File: config.mk
export PLATFORM = sky130hd
export DESIGN_NAME = npq_device_flat
export DESIGN_NICKNAME = d
export VERILOG_FILES = /design/src/verilog/npq_pkg.sv /design/src/verilog/npq_link_if.sv /design/src/verilog/npq_device.sv /design/src/flat_wrapper.sv
export VERILOG_INCLUDE_DIRS = /design/src /design/src/verilog
export SDC_FILE = /design/constraint.sdc
export NUM_CORES = 1
export LEC_CHECK = 0
export ABC_AREA = 1
export BUFFER_PORTS_ARGS = -buffer_cell sky130_fd_sc_hd__clkbuf_2
export CAP_MARGIN = 20
export CORE_AREA = 8 8 261 188
export DETAILED_ROUTE_END_ITERATION = 7
export DIE_AREA = 0 0 269 196
export MAX_ROUTING_LAYER = met4
export PLACE_DENSITY = 0.64
export SYNTH_ARGS = -nofsm -noshare
export SYNTH_HDL_FRONTEND = slang
export SYNTH_SLANG_ARGS = --single-unit
File: constraint.sdc
create_clock -name clock -period 6.8 [get_ports clock]
set_clock_uncertainty 0.1 [all_clocks]
set_input_delay 0 -clock clock [delete_from_list [all_inputs] [get_ports clock]]
set_output_delay 0 -clock clock [all_outputs]
set_load 0.005 [all_outputs]
File: src/verilog/npq_consts.svh
`ifndef NPQ_CONSTS_SVH
`define NPQ_CONSTS_SVH

// Message codes carried in byte 0; the reject code NPQ_RC_INVALID goes in byte 4.
`define NPQ_NODE_QRY     8'h00
`define NPQ_NODE_RPL     8'h01
`define NPQ_PORT_QRY     8'h0a
`define NPQ_PORT_RPL     8'h0b
`define NPQ_GEN_RSP      8'h0f
`define NPQ_RC_INVALID   8'h01

// Reply constants.
`define NPQ_VERSION      8'h02
`define NPQ_PRIO_DEFAULT 3'h4
`define NPQ_CNT_MAX      16'hffff
`define NPQ_PAD_BYTE     8'h00

// Upper-level protocol codes allowed in the node reply.
`define NPQ_ULP_ASK      8'h00
`define NPQ_ULP_NONE     8'h01
`define NPQ_ULP_VENDOR   8'h02
`define NPQ_ULP_SP       8'h80
`define NPQ_ULP_S2P      8'h82
`define NPQ_ULP_S3P      8'h83

// Frame lengths in bytes.
`define NPQ_NODE_QRY_LEN 5'h08
`define NPQ_PORT_QRY_LEN 5'h09
`define NPQ_NODE_RPL_LEN 5'h15
`define NPQ_PORT_RPL_LEN 5'h10
`define NPQ_GEN_RSP_LEN  5'h05

// Field positions.
`define NPQ_B5_FULL      7
`define NPQ_B20_P1       7
`define NPQ_B20_P2       6
`define NPQ_B8_OPT       7
`define NPQ_B8_LOOP      6
`define NPQ_B8_CLR       0

// Controller register offsets.
`define NPQ_REG_CTRL     8'h00
`define NPQ_REG_QUERY    8'h04
`define NPQ_REG_PATH     8'h08
`define NPQ_REG_STATUS   8'h0c
`define NPQ_REG_RPID     8'h10
`define NPQ_REG_REPLY    8'h20
`define NPQ_REG_REPLY_N  6

// AXI response codes.
`define NPQ_RESP_OKAY    2'h0
`define NPQ_RESP_SLVERR  2'h2

`endif

File: src/verilog/npq_pkg.sv
package npq_pkg;
  typedef enum logic [2:0] {
    NPQ_D_IDLE  = 3'h0,
    NPQ_D_RX    = 3'h1,
    NPQ_D_BUILD = 3'h2,
    NPQ_D_TX    = 3'h3,
    NPQ_D_DONE  = 3'h4
  } npq_dev_e;

  typedef enum logic [1:0] {
    NPQ_H_IDLE = 2'h0,
    NPQ_H_SEND = 2'h1,
    NPQ_H_WAIT = 2'h2
  } npq_host_e;

  typedef logic [7:0] npq_byte_t;
endpackage

File: src/verilog/npq_link_if.sv
`timescale 1ns/1ps
// Byte-wide query and reply channels between configuring node and device.
interface npq_link_if;
  logic        q_valid;
  logic [7:0]  q_data;
  logic        q_last;
  logic [7:0]  q_port;
  logic        r_valid;
  logic [7:0]  r_data;
  logic        r_last;
  logic [7:0]  r_port;
  logic [31:0] r_path;
  logic [2:0]  r_path_len;

  modport dev (input q_valid, q_data, q_last, q_port,
               output r_valid, r_data, r_last, r_port, r_path, r_path_len);
  modport host (output q_valid, q_data, q_last, q_port,
                input r_valid, r_data, r_last, r_port, r_path, r_path_len);
endinterface

File: src/verilog/npq_device.sv
`timescale 1ns/1ps
`include "npq_consts.svh"
module npq_device #(
  parameter int          NPORTS     = 2,
  parameter int          TBL_DEPTH  = 4,
  parameter logic [7:0]  ULP_CODE   = `NPQ_ULP_ASK,
  parameter logic [2:0]  MASTER_PRI = `NPQ_PRIO_DEFAULT,
  parameter logic [63:0] UNIQUE_ID  = 64'h0011_2233_4455_6677, // Arbitrary.
  parameter logic [31:0] RPID_SEED  = 32'h0000_0001
) (
  input  wire logic                     clock,           // 25 MHz clock
  input  wire logic                     rst_b,           // Async reset
  npq_link_if.dev                       link,            // Query link
  input  wire logic [NPORTS-1:0]        port_oper,       // Port operational
  input  wire logic [NPORTS-1:0]        recov_evt,       // Recovery pulse
  input  wire logic                     reset_frame,     // Reset frame seen
  input  wire logic                     table_clear,     // Empty peer table
  input  wire logic                     loopback_flag,   // Node loopback_flag flag
  input  wire logic [NPORTS-1:0][7:0]   a_quota,         // Frame A quota
  input  wire logic [NPORTS-1:0][7:0]   b_quota,         // Frame B quota
  input  wire logic [NPORTS-1:0]        port_option_bit, // Port option
  input  wire logic [NPORTS-1:0][1:0]   port_mode,       // Port mode
  input  wire logic [NPORTS-1:0][15:0]  alarm_thresh,    // Alarm threshold
  output logic [NPORTS-1:0][15:0]       link_recovery_counter, // Counts
  output logic                          peer_table_full, // Last node query found table full
  output logic                          busy             // Query in hand
);
  import npq_pkg::*;

  // Port count must be one, two, or an even switch count up to 126.
  if (NPORTS < 1 || NPORTS > 126 || (NPORTS > 2 && NPORTS % 2 != 0)) begin
    $error("npq_device: unsupported port count");
  end
  if (!(ULP_CODE == `NPQ_ULP_ASK || ULP_CODE == `NPQ_ULP_NONE ||
        ULP_CODE == `NPQ_ULP_VENDOR || ULP_CODE == `NPQ_ULP_SP ||
        ULP_CODE == `NPQ_ULP_S2P || ULP_CODE == `NPQ_ULP_S3P)) begin
    $error("npq_device: protocol code not legal in node reply");
  end
  if (TBL_DEPTH < 1 || TBL_DEPTH > 255) begin
    $error("npq_device: table depth out of range");
  end

  typedef struct packed {
    npq_dev_e                 phase;
    logic [8:0][7:0]          rxb;
    logic [3:0]               rxn;
    logic [7:0]               port;
    logic [20:0][7:0]         txb;
    logic [4:0]               txn;
    logic [4:0]               txi;
    logic                     clr;
    logic [7:0]               clr_port;
    logic [NPORTS-1:0][15:0]  cnt;
    logic [7:0]               tbl;
    logic [31:0]              rpid;
    logic                     full;
    logic                     busy;
    logic                     r_valid;
    logic                     r_last;
    logic [7:0]               r_data;
    logic [31:0]              r_path;
    logic [2:0]               r_path_len;
  } npq_dev_s;

  npq_dev_s s_r;
  npq_dev_s s_nxt;

  localparam logic [7:0] TBL_MAX   = 8'(TBL_DEPTH);
  localparam logic [7:0] OTHER_CNT = 8'(NPORTS - 1);
  localparam logic [7:0] PORT_MAX  = 8'(NPORTS);

  // Path length stops at the first pad byte; later bytes are padding.
  function automatic logic [2:0] path_len(input logic [31:0] p);
    logic [2:0] n;
    logic       stop;
    n = 3'h0;
    stop = 1'b0;
    for (int k = 0; k < 4; k++) begin
      if (!stop && p[31-8*k -: 8] != `NPQ_PAD_BYTE) begin
        n = n + 3'h1;
      end else begin
        stop = 1'b1;
      end
    end
    return n;
  endfunction

  assign link.r_valid           = s_r.r_valid;
  assign link.r_data            = s_r.r_data;
  assign link.r_last            = s_r.r_last;
  assign link.r_port            = s_r.port;
  assign link.r_path            = s_r.r_path;
  assign link.r_path_len        = s_r.r_path_len;
  assign link_recovery_counter  = s_r.cnt;
  assign peer_table_full        = s_r.full;
  assign busy                   = s_r.busy;

  // Next state: receive, build, transmit, then apply deferred clears.
  always_comb begin
    int         pi;
    logic       pvalid;
    logic [7:0] code;
    s_nxt = s_r;
    pi = 0;
    pvalid = 1'b0;
    code = s_r.rxb[0];
    if (table_clear) begin
      s_nxt.tbl = 8'h00;
    end
    // Counter clear is deferred to DONE so the reply carries the old value.
    for (int p = 0; p < NPORTS; p++) begin
      if (reset_frame) begin
        s_nxt.cnt[p] = 16'h0000;
      end else if (s_r.phase == NPQ_D_DONE && s_r.clr &&
                   s_r.clr_port == 8'(p + 1)) begin
        s_nxt.cnt[p] = 16'h0000;
      end
      // An event in the clearing cycle still counts.
      if (recov_evt[p] && s_nxt.cnt[p] != `NPQ_CNT_MAX) begin
        s_nxt.cnt[p] = s_nxt.cnt[p] + 16'h0001;
      end
    end
    pvalid = (s_r.rxn == 4'(`NPQ_PORT_QRY_LEN)) &&
             (s_r.rxb[1] >= 8'h01) && (s_r.rxb[1] <= PORT_MAX) &&
             (s_r.rxb[8][7:1] == 7'h00);
    if (pvalid) begin
      pi = int'(s_r.rxb[1]) - 1;
    end
    case (s_r.phase)
      NPQ_D_IDLE: begin
        s_nxt.r_valid = 1'b0;
        s_nxt.r_last = 1'b0;
        if (link.q_valid) begin
          s_nxt.rxb = '0;
          s_nxt.rxb[0] = link.q_data;
          s_nxt.rxn = 4'h1;
          s_nxt.port = link.q_port;
          s_nxt.phase = link.q_last ? NPQ_D_BUILD : NPQ_D_RX;
        end
      end
      NPQ_D_RX: begin
        if (link.q_valid) begin
          if (s_r.rxn < 4'h9) begin
            s_nxt.rxb[s_r.rxn] = link.q_data;
          end
          // Saturate at ten so an overlong frame stays invalid.
          if (s_r.rxn < 4'ha) begin
            s_nxt.rxn = s_r.rxn + 4'h1;
          end
          if (link.q_last) begin
            s_nxt.phase = NPQ_D_BUILD;
          end
        end
      end
      NPQ_D_BUILD: begin
        s_nxt.txb = '0;
        s_nxt.txi = 5'h00;
        s_nxt.clr = 1'b0;
        s_nxt.phase = NPQ_D_TX;
        s_nxt.r_path = {s_r.rxb[4], s_r.rxb[5], s_r.rxb[6], s_r.rxb[7]};
        s_nxt.r_path_len = path_len(s_nxt.r_path);
        s_nxt.txb[2] = s_r.rxb[2];
        s_nxt.txb[3] = s_r.rxb[3];
        if (code == `NPQ_NODE_QRY) begin
          s_nxt.txn = `NPQ_NODE_RPL_LEN;
          s_nxt.txb[0] = `NPQ_NODE_RPL;
          s_nxt.txb[1] = s_r.port;
          s_nxt.txb[4] = ULP_CODE;
          s_nxt.full = (s_r.tbl >= TBL_MAX);
          s_nxt.txb[5][`NPQ_B5_FULL] = s_nxt.full;
          if (!s_nxt.full) begin
            s_nxt.tbl = s_r.tbl + 8'h01;
          end
          s_nxt.txb[5][6:4] = MASTER_PRI;
          s_nxt.txb[6] = OTHER_CNT;
          s_nxt.txb[7] = `NPQ_VERSION;
          for (int k = 0; k < 8; k++) begin
            s_nxt.txb[8+k] = UNIQUE_ID[63-8*k -: 8];
          end
          for (int k = 0; k < 4; k++) begin
            s_nxt.txb[16+k] = s_r.rpid[31-8*k -: 8];
          end
          s_nxt.rpid = s_r.rpid + 32'h0000_0001;
          if (NPORTS <= 2) begin
            s_nxt.txb[20][`NPQ_B20_P1] = port_oper[0];
          end
          if (NPORTS == 2) begin
            s_nxt.txb[20][`NPQ_B20_P2] = port_oper[NPORTS-1];
          end
        end else if (code == `NPQ_PORT_QRY && pvalid) begin
          s_nxt.txn = `NPQ_PORT_RPL_LEN;
          s_nxt.txb[0] = `NPQ_PORT_RPL;
          s_nxt.txb[4] = s_r.cnt[pi][15:8];
          s_nxt.txb[5] = s_r.cnt[pi][7:0];
          s_nxt.txb[6] = a_quota[pi];
          s_nxt.txb[7] = b_quota[pi];
          s_nxt.txb[8][`NPQ_B8_OPT] = port_option_bit[pi];
          s_nxt.txb[8][`NPQ_B8_LOOP] = loopback_flag;
          s_nxt.txb[8][5:4] = port_mode[pi];
          s_nxt.txb[10] = alarm_thresh[pi][15:8];
          s_nxt.txb[11] = alarm_thresh[pi][7:0];
          s_nxt.txb[13] = 8'h01;
          s_nxt.txb[15] = {7'h00, port_oper[pi]};
          s_nxt.clr = s_r.rxb[8][`NPQ_B8_CLR];
          s_nxt.clr_port = s_r.rxb[1];
        end else if (code == `NPQ_PORT_QRY) begin
          s_nxt.txn = `NPQ_GEN_RSP_LEN;
          s_nxt.txb[0] = `NPQ_GEN_RSP;
          s_nxt.txb[4] = `NPQ_RC_INVALID;
        end else begin
          // Other queries belong to other blocks; drop them silently.
          s_nxt.phase = NPQ_D_IDLE;
        end
      end
      NPQ_D_TX: begin
        s_nxt.r_valid = 1'b1;
        s_nxt.r_data = s_r.txb[s_r.txi];
        s_nxt.r_last = (s_r.txi == s_r.txn - 5'h01);
        s_nxt.txi = s_r.txi + 5'h01;
        if (s_nxt.r_last) begin
          s_nxt.phase = NPQ_D_DONE;
        end
      end
      NPQ_D_DONE: begin
        s_nxt.r_valid = 1'b0;
        s_nxt.r_last = 1'b0;
        s_nxt.clr = 1'b0;
        s_nxt.phase = NPQ_D_IDLE;
      end
      default: begin
        s_nxt.phase = NPQ_D_IDLE;
      end
    endcase
    s_nxt.busy = (s_nxt.phase != NPQ_D_IDLE);
  end

  // Single state register; reset loads constants only.
  always_ff @(posedge clock or negedge rst_b) begin
    if (!rst_b) begin
      s_r <= '0;
      s_r.rpid <= RPID_SEED;
    end else begin
      s_r <= s_nxt;
    end
  end
endmodule

File: src/flat_wrapper.sv
// flat-port wrapper written by rule: the top's interface ports become plain ports
module npq_device_flat import npq_pkg::*;
#(
  parameter int          NPORTS     = 2,
  parameter int          TBL_DEPTH  = 4,
  parameter logic [7:0]  ULP_CODE   = `NPQ_ULP_ASK,
  parameter logic [2:0]  MASTER_PRI = `NPQ_PRIO_DEFAULT,
  parameter logic [63:0] UNIQUE_ID  = 64'h0011_2233_4455_6677,              
  parameter logic [31:0] RPID_SEED  = 32'h0000_0001
)
  (clock, rst_b, port_oper, recov_evt, reset_frame, table_clear, loopback_flag, a_quota, b_quota, port_option_bit, port_mode, alarm_thresh, link_recovery_counter, peer_table_full, busy, link_q_valid, link_q_data, link_q_last, link_q_port, link_r_valid, link_r_data, link_r_last, link_r_port, link_r_path, link_r_path_len);
  npq_link_if link_i ();
  input  wire logic clock;
  input  wire logic rst_b;
  input  wire logic [NPORTS-1:0] port_oper;
  input  wire logic [NPORTS-1:0] recov_evt;
  input  wire logic reset_frame;
  input  wire logic table_clear;
  input  wire logic loopback_flag;
  input  wire logic [NPORTS-1:0][7:0] a_quota;
  input  wire logic [NPORTS-1:0][7:0] b_quota;
  input  wire logic [NPORTS-1:0] port_option_bit;
  input  wire logic [NPORTS-1:0][1:0] port_mode;
  input  wire logic [NPORTS-1:0][15:0] alarm_thresh;
  output logic [NPORTS-1:0][15:0] link_recovery_counter;
  output logic peer_table_full;
  output logic busy;
  input wire logic [$bits(link_i.q_valid)-1:0] link_q_valid;
  input wire logic [$bits(link_i.q_data)-1:0] link_q_data;
  input wire logic [$bits(link_i.q_last)-1:0] link_q_last;
  input wire logic [$bits(link_i.q_port)-1:0] link_q_port;
  output wire logic [$bits(link_i.r_valid)-1:0] link_r_valid;
  output wire logic [$bits(link_i.r_data)-1:0] link_r_data;
  output wire logic [$bits(link_i.r_last)-1:0] link_r_last;
  output wire logic [$bits(link_i.r_port)-1:0] link_r_port;
  output wire logic [$bits(link_i.r_path)-1:0] link_r_path;
  output wire logic [$bits(link_i.r_path_len)-1:0] link_r_path_len;
  assign link_i.q_valid = link_q_valid;
  assign link_i.q_data = link_q_data;
  assign link_i.q_last = link_q_last;
  assign link_i.q_port = link_q_port;
  assign link_r_valid = link_i.r_valid;
  assign link_r_data = link_i.r_data;
  assign link_r_last = link_i.r_last;
  assign link_r_port = link_i.r_port;
  assign link_r_path = link_i.r_path;
  assign link_r_path_len = link_i.r_path_len;
  npq_device #(.NPORTS(NPORTS), .TBL_DEPTH(TBL_DEPTH), .ULP_CODE(ULP_CODE), .MASTER_PRI(MASTER_PRI), .UNIQUE_ID(UNIQUE_ID), .RPID_SEED(RPID_SEED)) u_core (.clock(clock), .rst_b(rst_b), .link(link_i), .port_oper(port_oper), .recov_evt(recov_evt), .reset_frame(reset_frame), .table_clear(table_clear), .loopback_flag(loopback_flag), .a_quota(a_quota), .b_quota(b_quota), .port_option_bit(port_option_bit), .port_mode(port_mode), .alarm_thresh(alarm_thresh), .link_recovery_counter(link_recovery_counter), .peer_table_full(peer_table_full), .busy(busy));
endmodule
# After elaboration in Yosys (flattened, before gate mapping)

Cells that the tools add are included.

Bits in latches: 0
Memory bits (writable): 0
Output and inout bits: 87
ROM bits: 0
Word-level logic and storage cells: 210
Memories kept: 0
Input port bits: 97
Register bits after elaboration: 383

Add/sub/neg operators: 11
Bitwise operators: 1
Equality and inequality tests: 15
Order comparisons: 9
Reductions and logical operators: 36
Mux-type cells: 90
Shifts and indexed selects: 0
Multipliers: 0
Divide/modulo/power cells: 0

Operators with widths:

| kind                  | count |
|---|---|
| $mux 16               | 14 |
| $pmux 76 s2           | 1 |
| $mux 8                | 15 |
| $mux 87               | 1 |
| $mux 41               | 2 |
| $mux 79               | 1 |
| $bwmux 72             | 1 |
| $mux 72               | 1 |
| $mux 32               | 2 |
| $bmux 8 s5            | 1 |
| $add 16x1->16 const B | 2 |
| $add 32x1->32 const B | 1 |
| $demux 8 s4           | 1 |
| $lt 32x3->1 const B   | 1 |
| $ne 16x16->1 const B  | 2 |
| $reduce_bool 8->1     | 4 |
| $mux 3                | 9 |
| $mux 9                | 3 |
| $mux 13               | 2 |
| $mux 24               | 1 |
| $mux 20               | 1 |
| $mux 1                | 16 |
| $mux 4                | 4 |
| $mux 2                | 7 |
| other kinds (41)      | 69 |

# Depth between registers and ports, before layout

Word-level depth: 14
Mapped depth: 20
Depth with buffers taken out: 19

# Final worst setup path

From: register u_core.s_r[392] in the netlist's numbering
To: register u_core.s_r[194] in the netlist's numbering

Word-level cells in the longest chain between the ends: 1

RTL lines:

| item                   | line              | source |
|---|---|---|
| from (decl)            | npq_device.sv:65  | `npq_dev_s s_r;` |
| from (signal assigned) | npq_device.sv:243 | `s_r <= s_nxt;` |
| $eq 3x2->1             | npq_device.sv:129 | `case (s_r.phase)` |

No other way between the ends.
A chain may end at the register's enable or synchronous reset.

==> metrics.yaml <==
worstSkewPairLatency_ns: 0.53
synth-main-ff-cell: "dfrtp_1"
status: "complete, no violations"
place.gp.congestion: 0.917
synth_area_leaders: "dfrtp_1 50%, nand2_1 8.7%, inv_1 6.0%, o21ai_0 5.8%, buf_4 3.9%"
clock-sinks: 338
initial_utilization_pct: 37.2
vias: 14547
portBuffers: 183
end_kind: "flop"
finalCriticalPeriod_ns: 4.10
setup_violations: 0
placeableCoreArea_mm2: 0.0453
drive_gt1_share_pct: 13.4
synth_top_cell_by_area: "dfrtp_1"
synth-seq-area-share_pct: 50.1
postRouteAntennaNets: 0
syn_area_mm2: 0.0169
slew_viol_final: 0
worstPathMaxFanout: 70
tns_ns: 0
synth_fp_nets: 2113
synth.most_common_cell: "nand2_1"
routedWlPerCell_um: 18.2
clk_pin_slew_ns: 0.06
hpwlAfterDp_mm: 35.5
first_pass_iters: 5
ys_warn_count: 0
cts_tree: "built"
dieArea_mm2: 0.0527
syn_to_final_growth_pct: 18.5
worstMarginPinSlew_ns: 0.994
slew_headroom_pct: 33.5
grt_pass1_vias: 14319
drt-initial-drc-count: 1415
async_reset_ff_share_pct: 100
yosysUniqueCellTypes: 50
cts_made_buffers: 39
netlist_instances: 2004
cap_violations: 0
htreeDepth: 2
worst-r2r-cell-count: 11
worstSetupPathType: "flop to flop"
grtUsageTotal_pct: 19.6
synth_top_area_share_pct: 49.9
hp-class: "input pin to asynchronous set/reset pin"
routed_wl_mm: 51.2
synth_edf_count: 0
num_rows: 66
crit_required_ns: 7.13
drc: 0
root_buffer: "clkbuf_16"
overflow: 0
synth.ff_latch_count: 338
vdd_drop_max_mv: 0.154
period_share_pct: 60.4
hold_ws_ns: 0.0241
clockBufferDepth: 3
power.leakage_nw: 9.19
die_y_um: 196
post_cts_buffers: 0
worstSetupStartpointType: "flop"
grt_start_max_net_pins: 135
via_per_inst: 5.17
synth_common_cells: "391 x nand2_1, 337 x dfrtp_1, 269 x inv_1"
nets: 2283
p_per_area_mw_per_mm2: 318
place_inst: 2648
cp.arrival_ns: 4.43
grt_pass1_wl_mm: 80.4
grt_setup_unrepaired: "false"
stdcell_count: 2816
hold_viol: 0
fmax_mhz: 244
ioPinCount: 184
fp.dieW_um: 269
avgSynthCellArea_um2: 8.42
antenna_found_initial: 2
## state kept, by name, summed over array words and instances, names as in the netlist
register                      count
u_core.s_r                      251
u_core.link.r_path               32
u_core.link_recovery_counter     32
u_core.link.r_data                8
u_core.link.r_port                8
u_core.link.r_path_len            3
u_core.busy                       1
u_core.link.r_last                1
u_core.link.r_valid               1
u_core.peer_table_full            1
## worst paths after layout
check | slack, ns | startpoint | end
setup reg to reg | 2.70 | u_core.s_r[392] | u_core.s_r[194]
setup / recovery | 2.70 | u_core.s_r[392] | u_core.s_r[194]
hold / removal | 0.02 | rst_b | u_core.s_r[65]
max in group asynchronous | 5.16 | rst_b | u_core.s_r[131]
hold reg to reg | 0.38 | u_core.s_r[83] | u_core.s_r[83]
min in group clock | 0.11 | link_q_port[3] | u_core.link.r_port[3]
## what timing repair did
| action | in CTS | in global routing |
|---|---|---|
| gates resized for setup | 0 | 0 |
| endpoints found under the hold margin | 280 | 0 |
| hold buffers | 96 | 0 |
## metal layers
| metal | global-route usage (%) | routed length (um) | part of all wire [%] | vias up |
|---|---|---|---|---|
| met5 | - | 0 | 0 | - |
| met4 | 3.86 | 820 | 1.6 | 0 |
| met3 | 4.80 | 4370 | 8.5 | 68 |
| met2 | 28.0 | 21900 | 43 | 506 |
| met1 | 28.1 | 24100 | 47 | 7073 |
| li1 | - | - | - | 6900 |
## cell families (layout without fill, tap and decap cells)
kind of cell	after synthesis	in the layout	synth area share, %
xor+xnor	48	48	2.49
flops	338	338	50.1
buf+inv	440	638	11.9
simple gates	732	732	19.4
fa+ha+maj	12	12	0.889
other cells	0	2	0
compound gates	434	434	15.2
## worst max-delay path, stage by stage (launching register included)
cell           delay [ns]
dfrtp_1              0.42
inv_1                0.07
nand2_1              0.13
nor2_4               0.11
buf_4                0.60
inv_4                0.43
nor2_4               0.25
inv_1                0.13
nor2_4               0.69
o221ai_1             0.27
dlygate4sd3_1        0.63
o21ai_0              0.09
## where the power goes
part	total, mW	switching [mW]	internal (mW)
registers	2.54	0.236	2.31
logic	1.69	1.20	0.485
clock network	2.12	0.843	1.28
total	6.35	2.28	4.07
## layout make-up
cell class	count	area, um^2
Tap cell	612	766
Antenna cell	2	5.00
Clock inverter	9	113
Sequential cell	338	8460
Inverter	278	1050
Timing Repair Buffer	291	2010
Multi-Input combinational cell	1226	6410
Fill cell	4421	25300
Clock buffer	60	1190
## cells in the final DEF (no fill, tap or decap), types with 4 or more instances in the layout
cell           netlist  final
nor2_1             151    151
xnor2_1              4      4
clkbuf_8             0      9
o21ai_0            195    195
clkbuf_2             0    182
a22o_1               5      5
clkbuf_1            48     10
clkbuf_16            0     41
o21ai_1              5      5
xor2_1              44     44
a21oi_1             57     57
o221ai_1            42     42
nand4_1             49     49
o211ai_1            12     12
inv_2                5      4
nand2_1            391    391
nor3_1              30     30
nor2_2               5      5
nand3_1             66     66
nand3b_1             5      5
nand2_2              5      5
inv_1              269    269
dlygate4sd3_1        0     96
buf_4               88     10
nor2_4               6      6
clkinvlp_4           0      4
o22ai_1             97     97
nand3_4              8      8
ha_1                12     12
nor4_1               5      5
dfrtp_1            337    337
## stage by stage
stage	util, %	total power, mW	setup WS (ns)	instance area, um^2
finish	44.1	6.35	2.70	20000
global placement	39.1	4.15	3.22	17700
floorplan	-	3.64	4.20	16900
global route	44.1	6.68	2.43	20000
detailed placement	39.1	4.18	3.11	17700
CTS	44.0	6.38	2.80	20000
Note: power is estimated with default switching activity, not from simulation.
